===== src/tsg_defines.svh =====
// Offsets, field positions, reset values and timing counts of the
// transmit symbol generator. Assumes inclusion by bare name.
`ifndef TSG_DEFINES_SVH
`define TSG_DEFINES_SVH

// ************************************************************
// Register indices (byte address is four times the index)
// ************************************************************
`define TSG_IDX_SYM0_H      8'h4D
`define TSG_IDX_SYM0_L      8'h4E
`define TSG_IDX_SYM1_H      8'h4F
`define TSG_IDX_SYM1_L      8'h50
`define TSG_IDX_SYM2        8'h51
`define TSG_IDX_SYM3        8'h52
`define TSG_IDX_SYM10_LEN   8'h53
`define TSG_IDX_SYM32_LEN   8'h54
`define TSG_IDX_BURST_CTRL  8'h55
`define TSG_IDX_MOD         8'h56
`define TSG_IDX_BURST_LEN   8'h60
`define TSG_IDX_SC_RATE     8'h61
`define TSG_IDX_CONTROL     8'h62
`define TSG_IDX_STATUS      8'h63

// ************************************************************
// Writable bit masks (reserved bits read zero)
// ************************************************************
`define TSG_MASK_SYM32_LEN  8'h77
`define TSG_MASK_BURST_CTRL 8'h77
`define TSG_MASK_MOD        8'h7F
`define TSG_MASK_SC_RATE    8'h08
`define TSG_RESET_VALUE     8'h00

// ************************************************************
// Field positions
// ************************************************************
`define TSG_BIT_S1_LEVEL    6
`define TSG_BIT_S1_ALONE    5
`define TSG_BIT_S1_ON       4
`define TSG_BIT_S0_LEVEL    2
`define TSG_BIT_S0_ALONE    1
`define TSG_BIT_S0_ON       0
`define TSG_BIT_MILLER      6
`define TSG_BIT_INVERT      3
`define TSG_BIT_SC_RATE     3
`define TSG_BIT_START       7

// ************************************************************
// Timing
// ************************************************************
`define TSG_CLK_HZ          25000000
`define TSG_SC_LOW_HZ       424000
`define TSG_SC_HIGH_HZ      848000
`define TSG_SC_LOW_HALF     (`TSG_CLK_HZ / (2 * `TSG_SC_LOW_HZ))
`define TSG_SC_HIGH_HALF    (`TSG_CLK_HZ / (2 * `TSG_SC_HIGH_HZ))
`define TSG_BIT_CLKS        16

`endif


===== src/tsg_pkg.sv =====
// Types shared by the transmit symbol generator.
// Assumes tsg_defines.svh is not needed here; types only.
package tsg_pkg;

   // APB request from the master
   typedef struct packed {
      logic        psel;
      logic        penable;
      logic        pwrite;
      logic [11:0] paddr;
      logic [31:0] pwdata;
   } tsg_apb_req_t;

   // APB answer to the master
   typedef struct packed {
      logic        pready;
      logic        pslverr;
      logic [31:0] prdata;
   } tsg_apb_rsp_t;

   // Sequencer states
   typedef enum logic [1:0] {
      TSG_IDLE    = 2'b00,
      TSG_BURST   = 2'b01,
      TSG_PATTERN = 2'b10
   } tsg_state_t;

   // Envelope codes
   typedef enum logic [2:0] {
      TSG_ENV_DIRECT  = 3'b000,
      TSG_ENV_MANCH   = 3'b001,
      TSG_ENV_MANCH_SC= 3'b010,
      TSG_ENV_BPSK    = 3'b011,
      TSG_ENV_RZ_LATE = 3'b100,
      TSG_ENV_RZ_EARLY= 3'b101
   } tsg_env_t;

endpackage : tsg_pkg


===== src/tsg_symbol_gen.sv =====
// Transmit symbol generator: APB register file and symbol sequencer.
// Assumes an APB master on ref_clk and an RF driver taking tx_data.
//
// Chosen here: the APB slave port.
`timescale 1ns/1ns
`include "tsg_defines.svh"

// Summary of operation
// - Third symbol pattern is full byte
// - Fourth symbol pattern is full byte
// - Upper nibble: second symbol bits minus one
// - Lower nibble: first symbol bits minus one
// - Fourth symbol length, three bits, minus one
// - Third symbol length, three low bits
// - Second symbol burst level select
// - Second symbol burst alone, no pattern
// - Second symbol burst enable, separate length
// - First symbol burst level select
// - First symbol burst alone, no pattern
// - First symbol burst enable, separate length
// - Miller enable applies modified Miller pulses
// - Pulse kind: none, start, half, three-quarter
// - Invert bit inverts low pair output
// - Envelope codes 0h to 5h; 6h,7h reserved
// - Low pair output combines pseudo stream with envelope
// - Envelope 5h: early half-bit pulse
// - Low pair patterns are sixteen bits
// - Subcarrier rate 424 or 848 kHz
module tsg_symbol_gen #(
   parameter int BIT_CLKS = `TSG_BIT_CLKS     // Clocks per symbol bit
) (
   input  wire logic                  ref_clk, // 25 MHz clock
   input  wire logic                  srst,    // Synchronous reset
   input  wire tsg_pkg::tsg_apb_req_t apb_req, // APB request
   output tsg_pkg::tsg_apb_rsp_t      apb_rsp, // APB answer
   output logic                       tx_data, // Modulated bit stream
   output logic                       tx_active // Symbol in progress
);
   import tsg_pkg::*;

   // ************************************************************
   // Elaboration checks
   // ************************************************************
   if (BIT_CLKS < 4 || (BIT_CLKS % 4) != 0 || BIT_CLKS > 1024)
   begin : g_bad_bit_clks
      $error("BIT_CLKS must be a multiple of four, 4 to 1024");
   end
   localparam int QUARTER  = BIT_CLKS / 4;
   localparam int SC_LOW   = `TSG_SC_LOW_HALF;
   localparam int SC_HIGH  = `TSG_SC_HIGH_HALF;
   // ************************************************************
   // Registers
   // ************************************************************
   logic [15:0] first_symbol_pattern;
   logic [15:0] second_symbol_pattern;
   logic [7:0]  third_symbol_pattern;
   logic [7:0]  fourth_symbol_pattern;
   logic [7:0]  symbol10_length;
   logic [7:0]  symbol32_length;
   logic [7:0]  symbol10_burst_control;
   logic [7:0]  symbol10_modulation;
   logic [7:0]  low_pair_burst_length;
   logic [7:0]  sc_rate_reg;
   logic [7:0]  idx;
   logic        wr_en;
   logic        rd_en;
   logic        addr_ok;
   logic [7:0]  wbyte;
   logic [31:0] next_rdata;
   logic        next_err;
   tsg_state_t  state;
   logic [1:0]  cur_sym;
   logic [10:0] phase;
   logic [7:0]  bit_left;
   logic [3:0]  bit_pos;
   logic        prev_bit;
   logic        sc;
   logic [5:0]  sc_cnt;
   logic        start_req;
   logic [1:0]  start_sym;
   // Field aliases
   logic [3:0]  first_symbol_bit_count;
   logic [3:0]  second_symbol_bit_count;
   logic [2:0]  third_symbol_bit_count;
   logic [2:0]  fourth_symbol_bit_count;
   logic        low_pair_miller_on;
   logic [1:0]  low_pair_pulse_kind;
   logic        low_pair_invert;
   logic [2:0]  low_pair_envelope;
   logic        low_pair_subcarrier_rate;

   assign second_symbol_bit_count  = symbol10_length[7:4];
   assign first_symbol_bit_count   = symbol10_length[3:0];
   assign fourth_symbol_bit_count  = symbol32_length[6:4];
   assign third_symbol_bit_count   = symbol32_length[2:0];
   assign low_pair_miller_on       = symbol10_modulation[`TSG_BIT_MILLER];
   assign low_pair_pulse_kind      = symbol10_modulation[5:4];
   assign low_pair_invert          = symbol10_modulation[`TSG_BIT_INVERT];
   assign low_pair_envelope        = symbol10_modulation[2:0];
   assign low_pair_subcarrier_rate = sc_rate_reg[`TSG_BIT_SC_RATE];
   // ************************************************************
   // APB decode
   // ************************************************************
   // Index from word address; low address bits must be zero
   assign idx   = apb_req.paddr[9:2];
   assign wbyte = apb_req.pwdata[7:0];
   assign wr_en = apb_req.psel & apb_req.penable & apb_req.pwrite & addr_ok;
   assign rd_en = apb_req.psel & apb_req.penable & ~apb_req.pwrite;

   // Register file write; reserved bits masked on write
   always_ff @(posedge ref_clk)
   begin
      if (srst)
      begin
         first_symbol_pattern   <= {2{`TSG_RESET_VALUE}};
         second_symbol_pattern  <= {2{`TSG_RESET_VALUE}};
         third_symbol_pattern   <= `TSG_RESET_VALUE;
         fourth_symbol_pattern  <= `TSG_RESET_VALUE;
         symbol10_length        <= `TSG_RESET_VALUE;
         symbol32_length        <= `TSG_RESET_VALUE;
         symbol10_burst_control <= `TSG_RESET_VALUE;
         symbol10_modulation    <= `TSG_RESET_VALUE;
         low_pair_burst_length  <= `TSG_RESET_VALUE;
         sc_rate_reg            <= `TSG_RESET_VALUE;
      end
      else if (wr_en)
      begin
         if (idx == `TSG_IDX_SYM0_H) first_symbol_pattern[15:8] <= wbyte;
         else if (idx == `TSG_IDX_SYM0_L) first_symbol_pattern[7:0] <= wbyte;
         else if (idx == `TSG_IDX_SYM1_H) second_symbol_pattern[15:8] <= wbyte;
         else if (idx == `TSG_IDX_SYM1_L) second_symbol_pattern[7:0] <= wbyte;
         else if (idx == `TSG_IDX_SYM2) third_symbol_pattern <= wbyte;
         else if (idx == `TSG_IDX_SYM3) fourth_symbol_pattern <= wbyte;
         else if (idx == `TSG_IDX_SYM10_LEN) symbol10_length <= wbyte;
         else if (idx == `TSG_IDX_SYM32_LEN)
            symbol32_length <= wbyte & `TSG_MASK_SYM32_LEN;
         else if (idx == `TSG_IDX_BURST_CTRL)
            symbol10_burst_control <= wbyte & `TSG_MASK_BURST_CTRL;
         else if (idx == `TSG_IDX_MOD)
            symbol10_modulation <= wbyte & `TSG_MASK_MOD;
         else if (idx == `TSG_IDX_BURST_LEN) low_pair_burst_length <= wbyte;
         else if (idx == `TSG_IDX_SC_RATE)
            sc_rate_reg <= wbyte & `TSG_MASK_SC_RATE;
      end
   end
   // Start request from control register write
   assign start_req = wr_en && (idx == `TSG_IDX_CONTROL) && wbyte[`TSG_BIT_START];
   assign start_sym = wbyte[1:0];

   // Read mux and address check
   always_comb
   begin
      next_rdata = 32'h0000_0000;
      addr_ok    = (apb_req.paddr[1:0] == 2'h0) && (apb_req.paddr[11:10] == 2'h0);
      if (idx == `TSG_IDX_SYM0_H) next_rdata[7:0] = first_symbol_pattern[15:8];
      else if (idx == `TSG_IDX_SYM0_L) next_rdata[7:0] = first_symbol_pattern[7:0];
      else if (idx == `TSG_IDX_SYM1_H) next_rdata[7:0] = second_symbol_pattern[15:8];
      else if (idx == `TSG_IDX_SYM1_L) next_rdata[7:0] = second_symbol_pattern[7:0];
      else if (idx == `TSG_IDX_SYM2) next_rdata[7:0] = third_symbol_pattern;
      else if (idx == `TSG_IDX_SYM3) next_rdata[7:0] = fourth_symbol_pattern;
      else if (idx == `TSG_IDX_SYM10_LEN) next_rdata[7:0] = symbol10_length;
      else if (idx == `TSG_IDX_SYM32_LEN) next_rdata[7:0] = symbol32_length;
      else if (idx == `TSG_IDX_BURST_CTRL) next_rdata[7:0] = symbol10_burst_control;
      else if (idx == `TSG_IDX_MOD) next_rdata[7:0] = symbol10_modulation;
      else if (idx == `TSG_IDX_BURST_LEN) next_rdata[7:0] = low_pair_burst_length;
      else if (idx == `TSG_IDX_SC_RATE) next_rdata[7:0] = sc_rate_reg;
      else if (idx == `TSG_IDX_CONTROL) next_rdata[7:0] = 8'h00;
      else if (idx == `TSG_IDX_STATUS)
         next_rdata[7:0] = {5'h00, cur_sym, (state != TSG_IDLE)};
      else addr_ok = 1'b0;
   end
   // Status is read-only
   assign next_err = apb_req.psel & apb_req.penable &
                     (~addr_ok | (apb_req.pwrite & (idx == `TSG_IDX_STATUS)));

   // Zero-wait answer
   always_comb
   begin
      apb_rsp.pready  = 1'b1;
      apb_rsp.pslverr = next_err;
      apb_rsp.prdata  = (rd_en && addr_ok) ? next_rdata : 32'h0000_0000;
   end

   // ************************************************************
   // Helper functions
   // ************************************************************
   // True while phase lies in the given bit quarter
   function automatic logic in_quarter(input logic [10:0] ph, input logic [1:0] q);
      logic [10:0] lo;
      lo = 11'(QUARTER) * 11'(q);
      return (ph >= lo) && (ph < lo + 11'(QUARTER));
   endfunction

   // Pulse window for a pulse kind
   function automatic logic pulse_at(input logic [10:0] ph, input logic [1:0] kind);
      logic r;
      r = 1'b0;
      case (kind)
         2'h1: r = in_quarter(ph, 2'h0);
         2'h2: r = in_quarter(ph, 2'h2);
         2'h3: r = in_quarter(ph, 2'h3);
         default: r = 1'b0;
      endcase
      return r;
   endfunction

   // ************************************************************
   // Subcarrier
   // ************************************************************
   // Free-running subcarrier at the selected rate
   always_ff @(posedge ref_clk)
   begin
      if (srst)
      begin
         sc_cnt <= 6'h00;
         sc     <= 1'b0;
      end
      else if (sc_cnt >= 6'(low_pair_subcarrier_rate ? SC_HIGH - 1 : SC_LOW - 1))
      begin
         sc_cnt <= 6'h00;
         sc     <= ~sc;
      end
      else sc_cnt <= sc_cnt + 6'h01;
   end
   // ************************************************************
   // Sequencer
   // ************************************************************
   logic        last_phase;
   logic        has_burst;
   logic        burst_alone;
   logic        burst_level;
   logic [3:0]  top_bit;
   logic [15:0] cur_pattern;
   logic        pattern_bit;
   logic        pseudo_bit;
   assign last_phase = (phase == 11'(BIT_CLKS - 1));
   // Per-symbol burst and pattern selection
   always_comb
   begin
      has_burst   = 1'b0;
      burst_alone = 1'b0;
      burst_level = 1'b0;
      top_bit     = 4'h0;
      cur_pattern = 16'h0000;
      case (cur_sym)
         2'h0:
         begin
            has_burst   = symbol10_burst_control[`TSG_BIT_S0_ON];
            burst_alone = symbol10_burst_control[`TSG_BIT_S0_ALONE];
            burst_level = symbol10_burst_control[`TSG_BIT_S0_LEVEL];
            top_bit     = first_symbol_bit_count;
            cur_pattern = first_symbol_pattern;
         end
         2'h1:
         begin
            has_burst   = symbol10_burst_control[`TSG_BIT_S1_ON];
            burst_alone = symbol10_burst_control[`TSG_BIT_S1_ALONE];
            burst_level = symbol10_burst_control[`TSG_BIT_S1_LEVEL];
            top_bit     = second_symbol_bit_count;
            cur_pattern = second_symbol_pattern;
         end
         2'h2:
         begin
            top_bit     = {1'b0, third_symbol_bit_count};
            cur_pattern = {8'h00, third_symbol_pattern};
         end
         default:
         begin
            top_bit     = {1'b0, fourth_symbol_bit_count};
            cur_pattern = {8'h00, fourth_symbol_pattern};
         end
      endcase
   end

   assign pattern_bit = cur_pattern[bit_pos];
   assign pseudo_bit  = (state == TSG_BURST) ? burst_level : pattern_bit;
   // Burst then pattern bits, most significant valid bit first
   always_ff @(posedge ref_clk)
   begin
      if (srst)
      begin
         state    <= TSG_IDLE;
         cur_sym  <= 2'h0;
         phase    <= 11'h000;
         bit_left <= 8'h00;
         bit_pos  <= 4'h0;
         prev_bit <= 1'b0;
      end
      else
      begin
         case (state)
            TSG_IDLE:
            begin
               phase    <= 11'h000;
               prev_bit <= 1'b0;
               if (start_req)
               begin
                  cur_sym <= start_sym;
                  state   <= TSG_BURST;
                  bit_left <= 8'h00;
               end
            end
            TSG_BURST:
            begin
               // Entry cycle loads the burst count, then counts bits down
               if (bit_left == 8'h00 && phase == 11'h000 && has_burst &&
                   low_pair_burst_length != 8'h00 && !tx_active)
                  bit_left <= low_pair_burst_length;
               else if (bit_left == 8'h00)
               begin
                  phase   <= 11'h000;
                  bit_pos <= top_bit;
                  state   <= burst_alone ? TSG_IDLE : TSG_PATTERN;
               end
               else if (last_phase)
               begin
                  phase    <= 11'h000;
                  prev_bit <= burst_level;
                  bit_left <= bit_left - 8'h01;
               end
               else phase <= phase + 11'h001;
            end
            TSG_PATTERN:
            begin
               if (last_phase)
               begin
                  phase    <= 11'h000;
                  prev_bit <= pattern_bit;
                  if (bit_pos == 4'h0) state <= TSG_IDLE;
                  else bit_pos <= bit_pos - 4'h1;
               end
               else phase <= phase + 11'h001;
            end
            default: state <= TSG_IDLE;
         endcase
      end
   end

   // ************************************************************
   // Modulation
   // ************************************************************
   logic low_pair;
   logic first_half;
   logic coded;
   logic enveloped;
   logic next_tx;
   logic bit_live;

   assign low_pair   = ~cur_sym[1];
   assign first_half = (phase < 11'(2 * QUARTER));
   assign bit_live   = (state == TSG_PATTERN) ||
                       (state == TSG_BURST && bit_left != 8'h00);

   // Pulse, Miller, envelope and inversion for symbols 0 and 1
   always_comb
   begin
      coded = pseudo_bit;
      if (low_pair_miller_on)
      begin
         if (pseudo_bit) coded = in_quarter(phase, 2'h2);
         else coded = prev_bit ? 1'b0 : in_quarter(phase, 2'h0);
      end
      else if (low_pair_pulse_kind != 2'h0)
         coded = pseudo_bit & pulse_at(phase, low_pair_pulse_kind);
      case (low_pair_envelope)
         TSG_ENV_DIRECT:   enveloped = coded;
         TSG_ENV_MANCH:    enveloped = coded ^ ~first_half;
         TSG_ENV_MANCH_SC: enveloped = (coded ^ ~first_half) & sc;
         TSG_ENV_BPSK:     enveloped = coded ^ sc;
         TSG_ENV_RZ_LATE:  enveloped = coded & ~first_half;
         TSG_ENV_RZ_EARLY: enveloped = coded & first_half;
         default:          enveloped = 1'b0;
      endcase
      if (!bit_live) next_tx = 1'b0;
      else if (low_pair) next_tx = enveloped ^ low_pair_invert;
      else next_tx = pseudo_bit;
   end
   // Registered output stream
   always_ff @(posedge ref_clk)
   begin
      if (srst)
      begin
         tx_data   <= 1'b0;
         tx_active <= 1'b0;
      end
      else
      begin
         tx_data   <= next_tx;
         tx_active <= bit_live;
      end
   end

endmodule // tsg_symbol_gen


===== config.mk =====
export PLATFORM = sky130hd
export DESIGN_NAME = tsg_symbol_gen
export DESIGN_NICKNAME = d
export VERILOG_FILES = /design/src/tsg_pkg.sv /design/src/tsg_symbol_gen.sv
export VERILOG_INCLUDE_DIRS = /design/src
export SDC_FILE = /design/constraint.sdc
export NUM_CORES = 1
export LEC_CHECK = 0
export BUFFER_PORTS_ARGS = -buffer_cell sky130_fd_sc_hd__buf_2
export CORE_MARGIN = 2
export CORE_UTILIZATION = 32
export DETAILED_ROUTE_END_ITERATION = 8
export PLACE_DENSITY_LB_ADDON = 0.08
export SETUP_SLACK_MARGIN = 0.15
export SYNTH_ARGS = -nofsm -noshare
export SYNTH_HDL_FRONTEND = slang
export SYNTH_SLANG_ARGS = --single-unit
export TNS_END_PERCENT = 100

===== constraint.sdc =====
create_clock -name ref_clk -period 3.25 [get_ports ref_clk]
set_input_delay 0.1625 -clock ref_clk [delete_from_list [all_inputs] [get_ports ref_clk]]
set_output_delay 0.1625 -clock ref_clk [all_outputs]
set_load 0.02 [all_outputs]

==> results.md, run 1 <==
* Met3 layer wire length in the routed design at 1190 um
* CTS root buffer: clkbuf_16
* Synth cell types at 69
* Clock latency on the worst-skew pair at 0.43 ns
* RSZ-0062 raised after global routing: no
* Crit path max fanout at 21
* Uppermost layer routed: met4
* Category of the worst setup path capture point: register
* Power density over cell area at 443 mW/mm2
* Peak supply drop at 0.290 mV
* Number of buffers added on ports at 35
* Nets@finish at 941
* Setup Viol. Count Final at 0
* Worst clock skew on the final layout at 0.00757 ns
* Tightest slew margin relative to the limit at 0.491
* Launch point of the worst reg-to-reg path: cur_sym[0]
* Count of placed standard cells including taps at 1,141
* Result of the run: finished clean
* Time the final worst path needs with I/O delays and setup at 2.92 ns
* Critical path type: register to register
* Leak pwr at 2.81 nW
* DR vias/cell at 5.46
* Leading cell type in the layout, fill and taps excluded: nor2_1
* ANT nets after route at 0
* Number of standard-cell rows in the floorplan at 54
* Hold WC Path Type: input port to register
* Launch point of the worst hold path: apb_req[7]
* Proportion of power drawn by flip-flops and latches at 0.412
* Met1 routed wirelength after detailed routing at 11,600 um
* Portion of the clock cycle consumed by the worst path in the final layout at 0.898
* Total global routing track utilization at 0.203
* Async S/R FF share, synth at 0
* Maximum clock frequency at 0.343 GHz
* Violation count after the first detailed-routing iteration at 426
* Fin cells at 1,173
* Setup TNS at 0 ns
* Number of max-slew violations in the final report at 0
* GPL Wtd Cong at 0.888
* Final Power at 3.62 mW
* Share of Yosys cell area claimed by the top area cell type at 0.342
* Number of buffers added to fix hold violations after cts at 0
* Pin count of the biggest net entering global routing at 68
* Most frequent cells in the layout: 143 x nor2_1, 121 x dfxtp_1, 106 x mux2i_1, 55 x a21oi_1, 53 x nand2_1
* Number of remaining DRC errors at 0
* Sw Pwr at 945 uW
* Post-synthesis register bit count at 121
* Area of the die at 0.0233 mm2
* Number of placed I/O pins at 85
* Postcts setup bufs at 0
* Share of the yosys chip area belonging to registers at 0.342
* Syn Std Cell Area at 0.00708 mm2
* Die height at 153 um
* Synth Instances at 846
* Post-synth EDFFs at 0
* Fraction of power spent switching nets at 0.261
* Synthesized area per cell at 8.37 um2
* Fraction of power consumed by the clock network at 0.537
* Arrival time reported for the critical path endpoint at 3.29 ns
* Biggest area consumer among synthesized cells: dfxtp_1
* Kind of start point of the critical path: register
* Number of clock sinks at 121
* Pin slew with the least headroom to its limit at 0.763 ns
* Number of cells on the worst hold path at 3
* Clock tree from TritonCTS: done
* Worst setup timing slack at the placement stage at 0.311 ns
* Area used by sequential logic in the layout at 0.00242 mm2
* P_int at 2.67 mW
* Routed wl met2 at 10,500 um
* Clock transition at the registers of the reported paths at 0.06 ns
* Worst hold-check slack at 0.152 ns
* Area contributors post-synth: dfxtp_1 34%, mux2i_1 15%, nor2_1 7.6%
* Number of vias after detailed routing at 6,399
* Clock buffers created by TritonCTS at 17
* Number of hold violations in the final report at 0
* Count of TritonRoute iterations in the first routing pass at 5
* Endpoint of the worst hold-timing path: second_symbol_pattern[15]
* Most frequently used flop master after synthesis: dfxtp_1
* Warnings, synthesis at 0
* H-Tree Depth at 4
* Area of combinational cells with multiple inputs at 0.00425 mm2
* Antenna diode count at 0
* Terminus of the critical flop-to-flop path: tx_data
* Part of the power in combinational logic at 0.051
* Reg2reg setup slack at 0.33 ns
* HPWL Detailed at 17,500 um
* Instance area after placement at 0.00757 mm2
* Initial Utilization at 0.325
* Number of antenna violations at the first check in global routing at 0
* Post-Route WL at 23,600 um
* Regs by FF count: first_symbol_pattern: 16 flops, second_symbol_pattern: 16 flops, phase: 11 flops
* Synthesis-to-layout area growth at 15.3%
* Via count of the first global-routing pass at 6,101
* Longest Clk Path Bufs at 2
* Final WS setup at 0.332 ns
* Share of final-layout standard cells stronger than drive strength 1 at 0.159
* First-pass GRT wire length at 36,600 um
* Max-capacitance violation count at 0
* Average routed wire per standard cell at 20.1 um
* Final standard cell utilization of the core at 0.375
* Required arrival time at the worst endpoint at 3.62 ns
* # fillers at 2,272
* Area of the placeable core at 0.0218 mm2
* Number of gates resized after cts at 0
* Die width at 153 um
* Grt total ovfl at 0
* Final instance area at 0.00816 mm2
* Number of cell instances on the worst register-to-register path at 10
## worst max-delay path, stage by stage, from the launching register on
cell and delay [ns]:
dfxtp_1 0.36, buf_12 0.19, mux4_2 0.50, mux2i_1 0.38, nor2_1 0.09, a211o_1 0.28
o21ai_1 0.27, a21boi_0 0.12, nand3b_1 0.18, a2111oi_0 0.33, nand3b_1 0.15
## cell usage after synthesis, types with 8 or more instances
master,count
xnor2_1,10
nand2_1,53
nand4_1,9
nand3_1,17
o2111ai_1,9
o21ai_0,30
clkbuf_1,41
buf_4,28
or3_1,13
nor2_1,143
nor2_2,9
nor3_1,13
inv_1,22
a31oi_1,10
dfxtp_1,121
a21oi_1,55
ha_1,12
mux4_2,8
o22ai_1,9
mux2i_1,106
xor2_1,8
## how the worst max path moves through the flow
stage                            from        to  slack [ns]  depth (start not counted)
after floorplan           bit_left[2]  state[1]        0.53                          9
after global placement     cur_sym[0]   tx_data        0.27                         10
after detailed placement   cur_sym[0]   tx_data        0.31                         10
after CTS                  cur_sym[0]   tx_data        0.28                         10
after global routing       cur_sym[0]   tx_data        0.16                         10
final                      cur_sym[0]   tx_data        0.33                         10
## power by group through the flow
| stage | logic (mW) | registers (mW) | clock network [mW] |
|---|---|---|---|
| floorplan | 0.136 | 1.52 | 0 |
| global placement | 0.180 | 1.52 | 0 |
| detailed placement | 0.182 | 1.52 | 0 |
| CTS | 0.182 | 1.49 | 1.97 |
| global route | 0.195 | 1.49 | 2.04 |
| finish | 0.183 | 1.49 | 1.94 |
## cell families after synthesis
logic type      synth area share
simple gates               0.209
fa+ha+maj                 0.0212
other cells              0.00106
mux                        0.186
buf+inv                   0.0702
compound gates             0.148
flops                      0.342
xor+xnor                  0.0223
## area by class of cell
| class | instances | share of cell area |
|---|---|---|
| multi-input cells | 646 | 0.520 |
| flip-flops and latches | 121 | 0.297 |
| clock buffers | 17 | 0.0521 |
| well taps | 280 | 0.0429 |
| repair buffers | 72 | 0.0573 |
| inverters | 22 | 0.0101 |
| clock inverters | 15 | 0.0207 |
## routing by layer
metal  vias to the layer above  track usage
met5                         -            0
met4                         0       0.0454
met3                        21       0.0395
met2                       186        0.310
met1                      3156        0.295
li1                       3036            -
Note: power is estimated with default switching activity, not from simulation.
==> run 2: changes to the inputs <==
BUFFER_PORTS_ARGS = not set   (was -buffer_cell sky130_fd_sc_hd__buf_2)
DONT_BUFFER_PORTS = 1   (was not set)
==> results.md, run 2 (same netlist as run 1, synthesis figures left out) <==
* Fraction of power spent switching nets at 0.240
* Average routed wire per standard cell at 21.1 um
* Required arrival time at the worst endpoint at 3.62 ns
* Clock buffers created by TritonCTS at 17
* Worst stage delay on the critical path at 0.54 ns
* Number of placed I/O pins at 85
* Category of the worst setup path capture point: register
* Setup TNS at 0 ns
* Number of hold violations in the final report at 0
* GPL Wtd Cong at 0.875
* Number of clock sinks at 121
* Result of the run: finished clean
* Area of the die at 0.0233 mm2
* Uppermost layer routed: met4
* Nets@finish at 912
* Die width at 153 um
* Maximum clock frequency at 0.331 GHz
* Slowest-stage cell, CP: mux4_2
* Grt total ovfl at 0
* Initial Utilization at 0.325
* Worst clock skew on the final layout at 0.00919 ns
* Longest Clk Path Bufs at 2
* Max-capacitance violation count at 0
* Crit path max fanout at 5
* HPWL Detailed at 17,400 um
* Total global routing track utilization at 0.206
* Clock latency on the worst-skew pair at 0.43 ns
* Pin count of the biggest net entering global routing at 103
* Share of final-layout standard cells stronger than drive strength 1 at 0.122
* Number of antenna violations at the first check in global routing at 1
* Proportion of power drawn by flip-flops and latches at 0.411
* Area used by sequential logic in the layout at 0.00242 mm2
* Number of max-slew violations in the final report at 0
* Part of the power in combinational logic at 0.041
* Pin slew with the least headroom to its limit at 0.712 ns
* Routed wl met2 at 10,900 um
* DR vias/cell at 5.51
* H-Tree Depth at 4
* Number of standard-cell rows in the floorplan at 54
* Met1 routed wirelength after detailed routing at 11,100 um
* Fraction of power consumed by the clock network at 0.548
* Antenna diode count at 0
* Setup Viol. Count Final at 0
* Time the final worst path needs with I/O delays and setup at 3.02 ns
* Synthesis-to-layout area growth at 14.2%
* Die height at 153 um
* ANT nets after route at 0
* Portion of the clock cycle consumed by the worst path in the final layout at 0.929
* Final instance area at 0.00809 mm2
* Count of TritonRoute iterations in the first routing pass at 6
* Area of combinational cells with multiple inputs at 0.00425 mm2
* P_int at 2.75 mW
* Cell repeated most along the worst path: nand3b_1
* Via count of the first global-routing pass at 6,003
* Number of vias after detailed routing at 6,307
* CP cell instances: mux4_2, mux2i_1, nor2_1, a211o_1, o21ai_1, a21boi_0, nand3b_1, a2111oi_0, nand3b_1
* Hold WC Path Type: input port to register
* Sw Pwr at 871 uW
* Regs by FF count: first_symbol_pattern: 16 flops, second_symbol_pattern: 16 flops, phase: 11 flops
* Met3 layer wire length in the routed design at 1620 um
* Violation count after the first detailed-routing iteration at 424
* Peak supply drop at 0.273 mV
* Number of buffers added on ports at 0
* CTS root buffer: clkbuf_16
* Instance area after placement at 0.00735 mm2
* # fillers at 2,238
* Clock transition at the registers of the reported paths at 0.06 ns
* Most frequent cells in the layout: 143 x nor2_1, 121 x dfxtp_1, 106 x mux2i_1, 55 x a21oi_1, 53 x nand2_1
* Critical path type: register to register
* Clock tree from TritonCTS: done
* RSZ-0062 raised after global routing: no
* Area of the placeable core at 0.0218 mm2
* Post-Route WL at 24,100 um
* Kind of start point of the critical path: register
* Tightest slew margin relative to the limit at 0.525
* Leak pwr at 2.70 nW
* Leading cell type in the layout, fill and taps excluded: nor2_1
* First-pass GRT wire length at 36,700 um
* Number of remaining DRC errors at 0
* Arrival time reported for the critical path endpoint at 3.39 ns
* Power density over cell area at 448 mW/mm2
[run 2: critical path, delay by kind of cell (launching register included)]
| kind | cells | cell delay, ns |
|---|---|---|
| AOI/OAI and AO/OA | 4 | 1.17 |
| DFF | 1 | 0.50 |
| muxes | 2 | 0.86 |
| and+or+nand+nor | 3 | 0.43 |
[run 2: per-stage QoR]
stage	utilization	hold slack (ns)	worst slack [ns]	std cells	total power, mW
after global placement	0.338	0.250	0.333	1102	1.62
after floorplan	-	0.310	0.533	869	1.66
final	0.372	0.123	0.230	1144	3.62
after CTS	0.371	0.121	0.242	1144	3.66
after detailed placement	0.338	0.254	0.262	1102	1.62
after global routing	0.372	0.149	0.167	1144	3.74
[run 2: final timing paths]
kind | end | depth (start not counted) | from | slack, ns
worst min-delay path | sc | 2 | srst | 0.12
worst max-delay path | tx_data | 9 | cur_sym[0] | 0.23
worst max register to register | tx_data | 9 | cur_sym[0] | 0.23
worst min register to register | sc_cnt[0] | 1 | sc_cnt[0] | 0.48
[run 2: power by group through the flow]
| stage | Sequential [mW] | Combinational [mW] | Clock, mW |
|---|---|---|---|
| 2_1_floorplan | 1.52 | 0.136 | 0 |
| 3_5_place_dp | 1.52 | 0.0934 | 0 |
| 3_3_place_gp | 1.52 | 0.0935 | 0 |
| 6_report | 1.49 | 0.149 | 1.98 |
| 4_1_cts | 1.49 | 0.150 | 2.02 |
| 5_1_grt | 1.49 | 0.160 | 2.09 |
[run 2: what timing repair did]
item	CTS	global route
resized for setup	0	2
buffers inserted	0	0
hold endpoints to repair	102	0
endpoints found under the setup margin	0	3
hold buffers	10	0
[run 2: area by class of cell]
cell class                      instances  share of cell area
Clock buffer                           18              0.0543
Clock inverter                         14              0.0214
Inverter                               22              0.0102
Multi-Input combinational cell        646               0.526
Sequential cell                       121               0.300
Tap cell                              280              0.0433
Timing Repair Buffer                   43              0.0452
[run 2: per-layer routing]
layer | GRT usage | up-vias
met4 | 0.0617 | 0
met3 | 0.0421 | 30
met2 | 0.321 | 231
met5 | 0 | -
li1 | - | 2971
met1 | 0.288 | 3075
